===== src/design/wspe_consts.svh =====
/*
   Constants of the wheel-speed pulse encoder: timing figures, derived cycle
   counts, register offsets, field positions and reset values.
   Assumes a single 250 MHz clock; included by bare name.
*/
// Overview of operation
// - After each accepted edge hold the output low for the 45 us gap.
// - After the gap drive the output high for the chosen width, then low.
// - Strong field: 90 us pulse for left, 180 us for right rotation.
// - Weak field above warning: 360 us left, 720 us right, marking assembly position.
// - Above about 117 Hz the weak field falls back to 90/180 us pulses.
// - Field below warning threshold: every pulse is 45 us long.
// - Warning width overrides all other codes, hiding direction and position.
// - Below the loss threshold no valid speed pulses are required.
// - No edge for 737 ms: emit a 1.44 ms standstill pulse.
// - The standstill pulse returns the encoder to the uncalibrated state.
// - Output stays disabled until calibration after power-up or standstill finishes.
// - A new edge may cut the running pulse short within one period.
// - Calibration completes after at most six magnetic edges.
// - Recalibrate every 0.7 s while stationary; 300 us each, edges ignored.
`ifndef WSPE_CONSTS_SVH
`define WSPE_CONSTS_SVH

// ==========================================================================
// Clock and timing figures
`define WSPE_CLK_MHZ            250
`define WSPE_CLK_HZ             250000000
`define WSPE_T_PRELOW_US        45
`define WSPE_T_WARN_US          45
`define WSPE_T_DIR_L_US         90
`define WSPE_T_DIR_R_US         180
`define WSPE_T_EL_L_US          360
`define WSPE_T_EL_R_US          720
`define WSPE_T_STOP_PULSE_MS    1.44
`define WSPE_T_STOP_PERIOD_MS   737
`define WSPE_T_RECAL_S          0.7
`define WSPE_T_CAL_US           300
`define WSPE_ASSEMBLY_CODE_MAX_RATE_HZ        117
`define WSPE_CAL_EDGES          6

// ==========================================================================
// Derived cycle counts
`define WSPE_CYC_US(t)          ((t) * `WSPE_CLK_MHZ)
`define WSPE_CYC_MS(t)          (int'((t) * 1000.0 * `WSPE_CLK_MHZ))
`define WSPE_CYC_S(t)           (int'((t) * 1000000.0 * `WSPE_CLK_MHZ))
// Least edge spacing (half signal period) that still allows long pulses
`define WSPE_EL_MIN_GAP_CYC     ((`WSPE_CLK_HZ + 2 * `WSPE_ASSEMBLY_CODE_MAX_RATE_HZ - 1) / (2 * `WSPE_ASSEMBLY_CODE_MAX_RATE_HZ))

// ==========================================================================
// Register map
`define WSPE_ADDR_CTRL          4'h0
`define WSPE_ADDR_STATUS        4'h4
`define WSPE_ADDR_IRQ_STAT      4'h8
`define WSPE_ADDR_IRQ_MASK      4'hc
`define WSPE_CTRL_EN_BIT        0
`define WSPE_CTRL_RST           1'h1
`define WSPE_MASK_RST           4'h0
`define WSPE_IRQ_STOP_BIT       0
`define WSPE_IRQ_WARN_BIT       1
`define WSPE_IRQ_LOST_BIT       2
`define WSPE_IRQ_CAL_BIT        3

`endif


===== src/design/wspe_pkg.sv =====
/*
   Types shared by the wheel-speed pulse encoder modules.
   Assumes nothing of its surroundings.
*/
package wspe_pkg;
   // Amplitude class from the sensing front end
   typedef enum logic [1:0] {
      WSPE_AMP_STRONG  = 2'h0,
      WSPE_AMP_INSTALL = 2'h1,
      WSPE_AMP_WARN    = 2'h2,
      WSPE_AMP_LOST    = 2'h3
   } wspe_amp_t;

   typedef enum logic [5:0] {
      WSPE_ST_CALIB = 6'h01,
      WSPE_ST_UNCAL = 6'h02,
      WSPE_ST_IDLE  = 6'h04,
      WSPE_ST_GAP   = 6'h08,
      WSPE_ST_PULSE = 6'h10,
      WSPE_ST_STOP  = 6'h20
   } wspe_state_t;

   typedef logic [27:0] wspe_cnt_t;
endpackage


===== src/design/wspe_tmr_if.sv =====
/*
   Interface between the encoder sequencer and its phase timer.
   Assumes both ends share one clock.
*/
`timescale 1ns/1ps
`default_nettype none
interface wspe_tmr_if;
   logic                load;
   wspe_pkg::wspe_cnt_t load_val;
   wspe_pkg::wspe_cnt_t remain;
   logic                done;
   modport ctrl (output load, output load_val, input remain, input done);
   modport tmr  (input load, input load_val, output remain, output done);
endinterface
`default_nettype wire


===== src/design/wspe_timer.sv =====
/*
   Phase timer: a loadable down counter that flags its last cycle.
   Assumes a synchronised active-low reset from the top module.
*/
`timescale 1ns/1ps
`default_nettype none
module wspe_timer
(
   // Clock and reset
   input wire logic clock,
   input wire logic rst_n,
   // Sequencer side
   wspe_tmr_if.tmr  tmr
);
   import wspe_pkg::*;

   wspe_cnt_t remain;
   wspe_cnt_t next_remain;

   // ======================================================================
   // Count down
   always_comb
   begin
      next_remain = remain;
      if (tmr.load)
         next_remain = tmr.load_val;
      else if (remain != '0)
         next_remain = remain - 28'h1;
   end

   always_ff @(posedge clock or negedge rst_n)
   begin
      if (!rst_n)
         remain <= '0;
      else
         remain <= next_remain;
   end

   assign tmr.remain = remain;
   assign tmr.done   = (remain == 28'h1);
endmodule // wspe_timer
`default_nettype wire


===== src/design/wspe_encoder.sv =====
/*
   Wheel-speed pulse encoder: turns front-end edge strobes into gap and
   pulse sequences on the current-level output, with calibration,
   standstill pulse, a small register port and one interrupt.
   Assumes front-end inputs synchronous to clock and a plain register master.
*/
`timescale 1ns/1ps
`default_nettype none
`include "wspe_consts.svh"
module wspe_encoder
#(
   parameter int PRELOW_CYC      = `WSPE_CYC_US(`WSPE_T_PRELOW_US),
   parameter int WARN_CYC        = `WSPE_CYC_US(`WSPE_T_WARN_US),
   parameter int DIR_L_CYC       = `WSPE_CYC_US(`WSPE_T_DIR_L_US),
   parameter int DIR_R_CYC       = `WSPE_CYC_US(`WSPE_T_DIR_R_US),
   parameter int EL_L_CYC        = `WSPE_CYC_US(`WSPE_T_EL_L_US),
   parameter int EL_R_CYC        = `WSPE_CYC_US(`WSPE_T_EL_R_US),
   parameter int STOP_PULSE_CYC  = `WSPE_CYC_MS(`WSPE_T_STOP_PULSE_MS),
   parameter int STOP_PERIOD_CYC = `WSPE_CYC_MS(`WSPE_T_STOP_PERIOD_MS),
   parameter int RECAL_CYC       = `WSPE_CYC_S(`WSPE_T_RECAL_S),
   parameter int CAL_CYC         = `WSPE_CYC_US(`WSPE_T_CAL_US),
   parameter int EL_MIN_GAP_CYC  = `WSPE_EL_MIN_GAP_CYC,
   parameter int CAL_EDGES       = `WSPE_CAL_EDGES
)
(
   // Clock and reset
   input  wire logic                clock,
   input  wire logic                arst_n,
   // Sensing front end
   input  wire logic                edge_strobe,
   input  wire logic                dir_right,
   input  wire wspe_pkg::wspe_amp_t amp_class,
   // Current-level output
   output var  logic                current_high,
   output var  logic                speed_valid,
   // Register port
   input  wire logic [3:0]          reg_addr,
   input  wire logic [31:0]         reg_wdata,
   input  wire logic                reg_write,
   input  wire logic                reg_read,
   output var  logic [31:0]         reg_rdata,
   // Interrupt
   output var  logic                irq
);
   import wspe_pkg::*;

   localparam wspe_cnt_t PRELOW_C  = wspe_cnt_t'(PRELOW_CYC);
   localparam wspe_cnt_t WARN_C    = wspe_cnt_t'(WARN_CYC);
   localparam wspe_cnt_t DIR_L_C   = wspe_cnt_t'(DIR_L_CYC);
   localparam wspe_cnt_t DIR_R_C   = wspe_cnt_t'(DIR_R_CYC);
   localparam wspe_cnt_t EL_L_C    = wspe_cnt_t'(EL_L_CYC);
   localparam wspe_cnt_t EL_R_C    = wspe_cnt_t'(EL_R_CYC);
   localparam wspe_cnt_t STOP_PL_C = wspe_cnt_t'(STOP_PULSE_CYC);
   localparam wspe_cnt_t STOP_PD_C = wspe_cnt_t'(STOP_PERIOD_CYC);
   localparam wspe_cnt_t RECAL_C   = wspe_cnt_t'(RECAL_CYC);
   localparam wspe_cnt_t CAL_C     = wspe_cnt_t'(CAL_CYC);
   localparam wspe_cnt_t EL_GAP_C  = wspe_cnt_t'(EL_MIN_GAP_CYC);
   localparam logic [2:0] CAL_LAST = 3'(CAL_EDGES - 1);

   // ======================================================================
   // Reset release
   logic rst_meta;
   logic rst_sync;

   always_ff @(posedge clock or negedge arst_n)
   begin
      if (!arst_n)
      begin
         rst_meta <= 1'b0;
         rst_sync <= 1'b0;
      end
      else
      begin
         rst_meta <= 1'b1;
         rst_sync <= rst_meta;
      end
   end

   // ======================================================================
   // Pulse width selection
   function automatic wspe_cnt_t sel_width(input wspe_amp_t amp, input logic right,
                                           input logic slow);
      sel_width = right ? DIR_R_C : DIR_L_C;
      if (amp == WSPE_AMP_WARN)
         sel_width = WARN_C;
      else if (amp == WSPE_AMP_INSTALL && slow)
         sel_width = right ? EL_R_C : EL_L_C;
   endfunction

   // ======================================================================
   // Sequencer
   wspe_tmr_if  tmr ();
   wspe_state_t state;
   wspe_state_t next_state;
   wspe_cnt_t   pulse_len;
   wspe_cnt_t   next_pulse_len;
   wspe_cnt_t   quiet;
   wspe_cnt_t   next_quiet;
   logic [2:0]  cal_cnt;
   logic [2:0]  next_cal_cnt;
   logic        next_current_high;
   logic        next_speed_valid;
   logic        edge_ok;
   logic        coding;
   logic        ctrl_en;

   wspe_timer u_timer
   (
      .clock (clock),
      .rst_n (rst_sync),
      .tmr   (tmr.tmr)
   );

   // Lost-signal edges carry no usable timing, so they are not encoded
   assign edge_ok = edge_strobe && (amp_class != WSPE_AMP_LOST);
   assign coding  = (state == WSPE_ST_IDLE) || (state == WSPE_ST_GAP) ||
                    (state == WSPE_ST_PULSE);

   always_comb
   begin
      next_state     = state;
      next_pulse_len = pulse_len;
      next_cal_cnt   = cal_cnt;
      next_quiet     = (quiet == '1) ? quiet : quiet + 28'h1;
      if (edge_ok && state != WSPE_ST_CALIB)
         next_quiet = '0;
      unique case (state)
         WSPE_ST_CALIB:
         begin
            // Edges during calibration are ignored
            next_cal_cnt = '0;
            next_quiet   = '0;
            if (tmr.done)
               next_state = WSPE_ST_UNCAL;
         end
         WSPE_ST_UNCAL:
         begin
            if (edge_ok)
            begin
               next_cal_cnt = cal_cnt + 3'h1;
               if (cal_cnt == CAL_LAST)
                  next_state = WSPE_ST_IDLE;
            end
            else if (quiet >= RECAL_C)
               next_state = WSPE_ST_CALIB;
         end
         WSPE_ST_IDLE:
         begin
            if (edge_ok)
               next_state = WSPE_ST_GAP;
            else if (quiet >= STOP_PD_C)
               next_state = WSPE_ST_STOP;
         end
         WSPE_ST_GAP:
         begin
            if (!edge_ok && tmr.done)
               next_state = WSPE_ST_PULSE;
         end
         WSPE_ST_PULSE:
         begin
            // A fresh edge cuts the running pulse and restarts the gap
            if (edge_ok)
               next_state = WSPE_ST_GAP;
            else if (tmr.done)
               next_state = WSPE_ST_IDLE;
         end
         WSPE_ST_STOP:
         begin
            if (tmr.done)
               next_state = WSPE_ST_CALIB;
         end
      endcase
      if (edge_ok && coding)
         next_pulse_len = sel_width(amp_class, dir_right, quiet >= EL_GAP_C);
      next_current_high = ctrl_en && (next_state == WSPE_ST_PULSE ||
                                      next_state == WSPE_ST_STOP);
      next_speed_valid  = (next_state != WSPE_ST_CALIB) && (next_state != WSPE_ST_UNCAL);
   end

   // Timer reload on each timed phase entry, and once after reset
   always_comb
   begin
      tmr.load     = 1'b0;
      tmr.load_val = CAL_C;
      if ((next_state != state) || (edge_ok && coding) ||
          (state == WSPE_ST_CALIB && tmr.remain == '0))
      begin
         tmr.load = 1'b1;
         unique case (next_state)
            WSPE_ST_GAP:   tmr.load_val = PRELOW_C;
            WSPE_ST_PULSE: tmr.load_val = pulse_len;
            WSPE_ST_STOP:  tmr.load_val = STOP_PL_C;
            default:       tmr.load_val = CAL_C;
         endcase
      end
   end

   always_ff @(posedge clock or negedge rst_sync)
   begin
      if (!rst_sync)
      begin
         state        <= WSPE_ST_CALIB;
         pulse_len    <= '0;
         quiet        <= '0;
         cal_cnt      <= '0;
         current_high <= 1'b0;
         speed_valid  <= 1'b0;
      end
      else
      begin
         state        <= next_state;
         pulse_len    <= next_pulse_len;
         quiet        <= next_quiet;
         cal_cnt      <= next_cal_cnt;
         current_high <= next_current_high;
         speed_valid  <= next_speed_valid;
      end
   end

   // ======================================================================
   // Registers and interrupt
   logic [3:0]  irq_stat;
   logic [3:0]  next_irq_stat;
   logic [3:0]  irq_mask;
   logic [3:0]  next_irq_mask;
   logic [3:0]  events;
   logic        next_ctrl_en;
   logic        next_irq;
   logic [31:0] next_reg_rdata;

   always_comb
   begin
      events = '0;
      events[`WSPE_IRQ_STOP_BIT] = (state == WSPE_ST_IDLE) && (next_state == WSPE_ST_STOP);
      events[`WSPE_IRQ_WARN_BIT] = edge_ok && coding && (amp_class == WSPE_AMP_WARN);
      events[`WSPE_IRQ_LOST_BIT] = edge_strobe && (amp_class == WSPE_AMP_LOST);
      events[`WSPE_IRQ_CAL_BIT]  = (state == WSPE_ST_UNCAL) && (next_state == WSPE_ST_IDLE);
      next_ctrl_en  = ctrl_en;
      next_irq_mask = irq_mask;
      next_irq_stat = irq_stat;
      if (reg_write && reg_addr == `WSPE_ADDR_CTRL)
         next_ctrl_en = reg_wdata[`WSPE_CTRL_EN_BIT];
      if (reg_write && reg_addr == `WSPE_ADDR_IRQ_MASK)
         next_irq_mask = reg_wdata[3:0];
      if (reg_write && reg_addr == `WSPE_ADDR_IRQ_STAT)
         next_irq_stat = irq_stat & ~reg_wdata[3:0];
      // A new event wins over a clear in the same cycle
      next_irq_stat = next_irq_stat | events;
      next_irq      = |(next_irq_stat & next_irq_mask);
      next_reg_rdata = '0;
      if (reg_read)
      begin
         unique case (reg_addr)
            `WSPE_ADDR_CTRL:     next_reg_rdata = {31'h0, ctrl_en};
            `WSPE_ADDR_STATUS:   next_reg_rdata = {21'h0, cal_cnt, state, speed_valid,
                                                   current_high};
            `WSPE_ADDR_IRQ_STAT: next_reg_rdata = {28'h0, irq_stat};
            `WSPE_ADDR_IRQ_MASK: next_reg_rdata = {28'h0, irq_mask};
            default:             next_reg_rdata = '0;
         endcase
      end
   end

   always_ff @(posedge clock or negedge rst_sync)
   begin
      if (!rst_sync)
      begin
         ctrl_en   <= `WSPE_CTRL_RST;
         irq_mask  <= `WSPE_MASK_RST;
         irq_stat  <= '0;
         irq       <= 1'b0;
         reg_rdata <= '0;
      end
      else
      begin
         ctrl_en   <= next_ctrl_en;
         irq_mask  <= next_irq_mask;
         irq_stat  <= next_irq_stat;
         irq       <= next_irq;
         reg_rdata <= next_reg_rdata;
      end
   end
endmodule // wspe_encoder
`default_nettype wire


===== config.mk =====
export PLATFORM = sky130hd
export DESIGN_NAME = wspe_encoder
export DESIGN_NICKNAME = d
export VERILOG_FILES = /design/src/design/wspe_pkg.sv /design/src/design/wspe_tmr_if.sv /design/src/design/wspe_timer.sv /design/src/design/wspe_encoder.sv
export VERILOG_INCLUDE_DIRS = /design/src /design/src/design
export SDC_FILE = /design/constraint.sdc
export NUM_CORES = 1
export LEC_CHECK = 0
export ABC_CLOCK_PERIOD_IN_PS = 3650
export BUFFER_PORTS_ARGS = -buffer_cell sky130_fd_sc_hd__buf_4
export CAP_MARGIN = 15
export CORE_MARGIN = 5
export CORE_UTILIZATION = 35
export DETAILED_ROUTE_END_ITERATION = 6
export MAX_ROUTING_LAYER = met4
export SLEW_MARGIN = 20
export SYNTH_ARGS = -nofsm -noshare
export SYNTH_HDL_FRONTEND = slang
export SYNTH_HIERARCHICAL = 1
export SYNTH_SLANG_ARGS = --single-unit
export TNS_END_PERCENT = 1

===== constraint.sdc =====
create_clock -name clock -period 3.65 [get_ports clock]
set_input_delay 0.5475 -clock clock [delete_from_list [all_inputs] [get_ports clock]]
set_output_delay 0.5475 -clock clock [all_outputs]
set_load 0.03 [all_outputs]

==> metrics.txt <==
# TYPE chip_impl_metric gauge
chip_impl_metric{name="area_growth_syn_to_layout",unit="%"} 10.60
chip_impl_metric{name="post_synth.cell_area_avg",unit="um^2"} 9.289
chip_impl_metric{name="timing.critical_path.fanout_max",unit=""} 9
chip_impl_metric{name="detail_route.first_pass.iterations",unit=""} 5
chip_impl_metric{name="setup_viol",unit=""} 0
chip_impl_metric{name="drt_wl_total",unit="um"} 14930
chip_impl_metric{name="grt-ovfl-total",unit=""} 0
chip_impl_metric{name="post_synth_and_or_nand_nor_area_fraction",unit="%"} 26.08
chip_impl_info{name="outcome",value="complete, no violations"} 1
chip_impl_metric{name="synth.area.mux_share",unit="%"} 2.184
chip_impl_metric{name="worst-slew-pin-transition",unit="ps"} 915.8
chip_impl_metric{name="power-per-cell-area",unit="mW/mm^2"} 377.3
chip_impl_metric{name="fmax",unit="MHz"} 315.4
chip_impl_info{name="rsz_0062_raised_after_global_routing",value="no"} 1
chip_impl_metric{name="synth_compound_area_share",unit="%"} 16.55
chip_impl_metric{name="clk_path_buf_depth",unit=""} 2
chip_impl_metric{name="gp_routability_congestion",unit=""} 0.8338
chip_impl_metric{name="drt_drc_violations_left",unit=""} 0
chip_impl_metric{name="hpwl",unit="um"} 10820
chip_impl_metric{name="seq_total_area_yosys",unit="%"} 40.66
chip_impl_metric{name="synth.yosys.warnings",unit=""} 6
chip_impl_metric{name="edff_count_synth",unit=""} 0
chip_impl_metric{name="floorplan.die_area",unit="mm^2"} 0.02149
chip_impl_info{name="critical_path.startpoint_type",value="register"} 1
chip_impl_metric{name="xor_xnor_portion_of_the_synthesized_cell_area",unit="%"} 5.097
chip_impl_info{name="critical_path_class",value="reg2reg"} 1
chip_impl_metric{name="worstPathRequired",unit="ps"} 3860
chip_impl_metric{name="final.hold.worst_slack",unit="ps"} 355.9
chip_impl_metric{name="cts_setup_buffers",unit=""} 0
chip_impl_metric{name="dieHeight",unit="um"} 146.6
chip_impl_info{name="end_kind",value="register"} 1
chip_impl_metric{name="detail_route.vias_per_cell",unit=""} 5.294
chip_impl_metric{name="htree_levels",unit=""} 3
chip_impl_metric{name="post_synth_inst_count",unit=""} 703
chip_impl_metric{name="clk_pin_slew",unit="ps"} 70
chip_impl_info{name="postSynth.topFlopCell",value="sky130_fd_sc_hd__dfrtp_1"} 1
chip_impl_metric{name="period_needed",unit="ps"} 3171
chip_impl_metric{name="avgRoutedWirePerCell",unit="um"} 15.37
chip_impl_metric{name="first_iter_violations",unit=""} 330
chip_impl_metric{name="area.sequential",unit="mm^2"} 0.002659
chip_impl_metric{name="cts_sinks",unit=""} 106
chip_impl_metric{name="die_width",unit="um"} 146.6
chip_impl_metric{name="slew_limit_fails",unit=""} 0
chip_impl_metric{name="finalHoldViolCount",unit=""} 0
chip_impl_metric{name="post_cts_resize_count",unit=""} 0
chip_impl_metric{name="leakage",unit="uW"} 0.003055
chip_impl_metric{name="grt_pass1_vias",unit=""} 4887
chip_impl_metric{name="grt_pass1_wl",unit="um"} 25120
chip_impl_metric{name="ir_worst_vdd",unit="uV"} 264.4
chip_impl_metric{name="io_pins",unit=""} 79
chip_impl_metric{name="slew_headroom",unit="%"} 38.94
chip_impl_metric{name="num-fill-cells",unit=""} 1902
chip_impl_metric{name="dr_total_vias",unit=""} 5140
chip_impl_metric{name="post_synth_instance_area",unit="mm^2"} 0.006530
chip_impl_info{name="cts.root.buffer_cell",value="sky130_fd_sc_hd__clkbuf_16"} 1
chip_impl_metric{name="ys_types",unit=""} 90
chip_impl_metric{name="antenna_violating_nets_post_route",unit=""} 0
chip_impl_metric{name="timing.clock.skew",unit="ps"} 9.048
chip_impl_info{name="min_path_type",value="reg2reg"} 1
chip_impl_metric{name="antennaDiodeCount",unit=""} 0
chip_impl_metric{name="multi_input_comb_area",unit="mm^2"} 0.003555
chip_impl_metric{name="timing.critical_path.arrival",unit="ps"} 3380
chip_impl_metric{name="portBuffers",unit=""} 29
chip_impl_metric{name="post_synth_fa_ha_maj_area_fraction",unit="%"} 2.683
chip_impl_metric{name="clock_insertion_delay_worst_skew",unit="ps"} 350
chip_impl_metric{name="timing.max_cap.violations",unit=""} 0
chip_impl_metric{name="tns",unit="ps"} 0
chip_impl_metric{name="cts_made_buffers",unit=""} 9
chip_impl_metric{name="start_util",unit="%"} 35.26
chip_impl_metric{name="grt_usage",unit="%"} 14.56
chip_impl_metric{name="synth-async-reset-ratio",unit="%"} 100.0
chip_impl_metric{name="layout_worst_path_cycle_share",unit="%"} 86.88
chip_impl_metric{name="finalNetCount",unit=""} 790
chip_impl_metric{name="synth-seq-cells",unit=""} 106
chip_impl_info{name="cts_tree",value="done"} 1
chip_impl_metric{name="antenna_found_initial",unit=""} 0
chip_impl_metric{name="layout-drive-gt1-share",unit="%"} 14.79
chip_impl_info{name="synth_top_family_by_area",value="simple AND/OR/NAND/NOR gates"} 1
chip_impl_metric{name="design.core.area",unit="mm^2"} 0.01852
chip_impl_metric{name="fp-row-count",unit=""} 50
chip_impl_metric{name="grt_max_degree",unit=""} 71
## metrics by stage
stage	util [%]	worst slack, ps	instances	cell area, um^2	total power [uW]
after global routing	39.00	203.9	971	7222	2859
after detailed placement	37.43	506.3	954	6932	1809
after CTS	39.00	489.3	971	7222	2755
final	39.00	479.0	971	7222	2725
after floorplan	-	432.9	733	6643	1714
after global placement	37.43	569.6	954	6932	1802
## layout make-up
cell class | instances | area share [%]
Clock buffer | 11 | 3.361
Multi-Input combinational cell | 548 | 49.22
Sequential cell | 106 | 36.82
Inverter | 22 | 1.143
Clock inverter | 5 | 0.5198
Tap cell | 234 | 4.054
Timing Repair Buffer | 45 | 4.886
## sequential cells by signal, summed over array words and instances, names as in the netlist, 3 cells and up
register,cells
reg_rdata,11
quiet,28
pulse_len,16
cal_cnt,3
irq_stat,4
state,6
irq_mask,4
u_timer/tmr.remain,28
## worst max-delay path, cell delays in order (launching register included)
cell and delay, ps:
sky130_fd_sc_hd__dfrtp_1 460, sky130_fd_sc_hd__nor4_2 420, sky130_fd_sc_hd__nand3b_2 150, sky130_fd_sc_hd__nor3_1 210
sky130_fd_sc_hd__buf_4 210, sky130_fd_sc_hd__inv_1 140, sky130_fd_sc_hd__nand4_1 190, sky130_fd_sc_hd__o221ai_1 180
sky130_fd_sc_hd__and3_1 230, sky130_fd_sc_hd__nand2_1 150, sky130_fd_sc_hd__clkinv_1 250, sky130_fd_sc_hd__buf_4 260
sky130_fd_sc_hd__nor2_1 120, sky130_fd_sc_hd__a211oi_1 60
## metal layers
| metal | share of wire (%) | wire length, um | GRT usage, % | vias to the layer above |
|---|---|---|---|---|
| met5 | 0 | 0 | - | - |
| met4 | 1.7 | 260 | 5.221 | 0 |
| met3 | 3.9 | 584 | 2.048 | 14 |
| met2 | 44 | 6549 | 20.79 | 124 |
| met1 | 50 | 7534 | 21.02 | 2458 |
| li1 | - | - | - | 2544 |
## cell usage in the layout, fill, tap and decap left out, types with 4 or more instances in the layout
master,netlist,routed
sky130_fd_sc_hd__a2bb2oi_1,4,4
sky130_fd_sc_hd__nor4_1,11,11
sky130_fd_sc_hd__clkbuf_16,0,9
sky130_fd_sc_hd__a22oi_1,7,7
sky130_fd_sc_hd__and3_1,13,13
sky130_fd_sc_hd__or4_1,5,5
sky130_fd_sc_hd__a21o_1,6,6
sky130_fd_sc_hd__nand4_1,15,15
sky130_fd_sc_hd__o21ai_1,7,7
sky130_fd_sc_hd__and4_1,4,4
sky130_fd_sc_hd__conb_1,2,32
sky130_fd_sc_hd__nand3_1,28,28
sky130_fd_sc_hd__buf_4,25,43
sky130_fd_sc_hd__xor2_1,19,19
sky130_fd_sc_hd__a21oi_1,23,23
sky130_fd_sc_hd__or3_1,10,10
sky130_fd_sc_hd__ha_1,14,14
sky130_fd_sc_hd__nor4_2,4,4
sky130_fd_sc_hd__xnor2_1,19,19
sky130_fd_sc_hd__nand3_2,4,4
sky130_fd_sc_hd__o21ai_0,32,32
sky130_fd_sc_hd__o21a_1,6,6
sky130_fd_sc_hd__dfrtp_1,104,103
sky130_fd_sc_hd__mux2_2,8,8
sky130_fd_sc_hd__nand2b_1,7,7
sky130_fd_sc_hd__inv_1,20,20
sky130_fd_sc_hd__nor2_1,68,68
sky130_fd_sc_hd__a31oi_1,11,11
sky130_fd_sc_hd__nor3_1,16,16
sky130_fd_sc_hd__nand2_1,64,64
sky130_fd_sc_hd__and2_1,15,15
sky130_fd_sc_hd__nor3b_1,4,4
sky130_fd_sc_hd__o31ai_1,15,15
## power breakdown
| part | internal (uW) | switching, uW |
|---|---|---|
| Clock | 485 | 450 |
| Combinational | 170 | 208 |
| Sequential | 1270 | 144 |
| Total | 1920 | 802 |
## final timing paths
kind | from | to | slack [ps] | cells past startpoint
min reg2reg | rst_meta | rst_sync | 360 | 0
max | u_timer/tmr.remain[17] | u_timer/tmr.remain[25] | 480 | 13
min | rst_meta | rst_sync | 360 | 0
max in group asynchronous | rst_sync | u_timer/tmr.remain[3] | 2330 | 1
max reg2reg | u_timer/tmr.remain[17] | u_timer/tmr.remain[25] | 480 | 13
min in group asynchronous | rst_sync | quiet[20] | 460 | 0
## cells by family (layout without fill, tap and decap cells)
group	count (synthesis)	in the layout
other cells	2	32
flops	106	106
compound gates	151	151
xor+xnor	38	38
mux	12	12
buf+inv	79	83
fa+ha+maj	14	14
simple gates	301	301
## synthesized netlist by cell type (7+ instances only)
master                     number  share of area [%]
sky130_fd_sc_hd__nor4_1        11                1.1
sky130_fd_sc_hd__o21ai_0       32                2.5
sky130_fd_sc_hd__nand3_1       28                2.1
sky130_fd_sc_hd__dfrtp_1      104                 40
sky130_fd_sc_hd__and2_1        15                1.4
sky130_fd_sc_hd__inv_1         20                1.1
sky130_fd_sc_hd__a21oi_1       23                1.8
sky130_fd_sc_hd__nand4_1       15                1.4
sky130_fd_sc_hd__buf_2         12               0.92
sky130_fd_sc_hd__o31ai_1       15                1.7
sky130_fd_sc_hd__mux2_2         8                1.4
sky130_fd_sc_hd__buf_4         25                2.9
sky130_fd_sc_hd__xnor2_1       19                2.5
sky130_fd_sc_hd__or3_1         10               0.96
sky130_fd_sc_hd__clkbuf_1      13               0.75
sky130_fd_sc_hd__a22oi_1        7               0.80
sky130_fd_sc_hd__nand2_1       64                3.7
sky130_fd_sc_hd__a31oi_1       11                1.1
sky130_fd_sc_hd__xor2_1        19                2.5
sky130_fd_sc_hd__nand2b_1       7               0.67
sky130_fd_sc_hd__ha_1          14                2.7
sky130_fd_sc_hd__nor2_1        68                3.9
sky130_fd_sc_hd__nor3_1        16                1.2
sky130_fd_sc_hd__and3_1        13                1.2
sky130_fd_sc_hd__o21ai_1        7               0.54
## timing repair
action,in CTS,in global routing
hold buffers,1,0
hold endpoints to repair,2,0
endpoints found under the setup margin,0,0
Power figures use the tool's default switching activity.
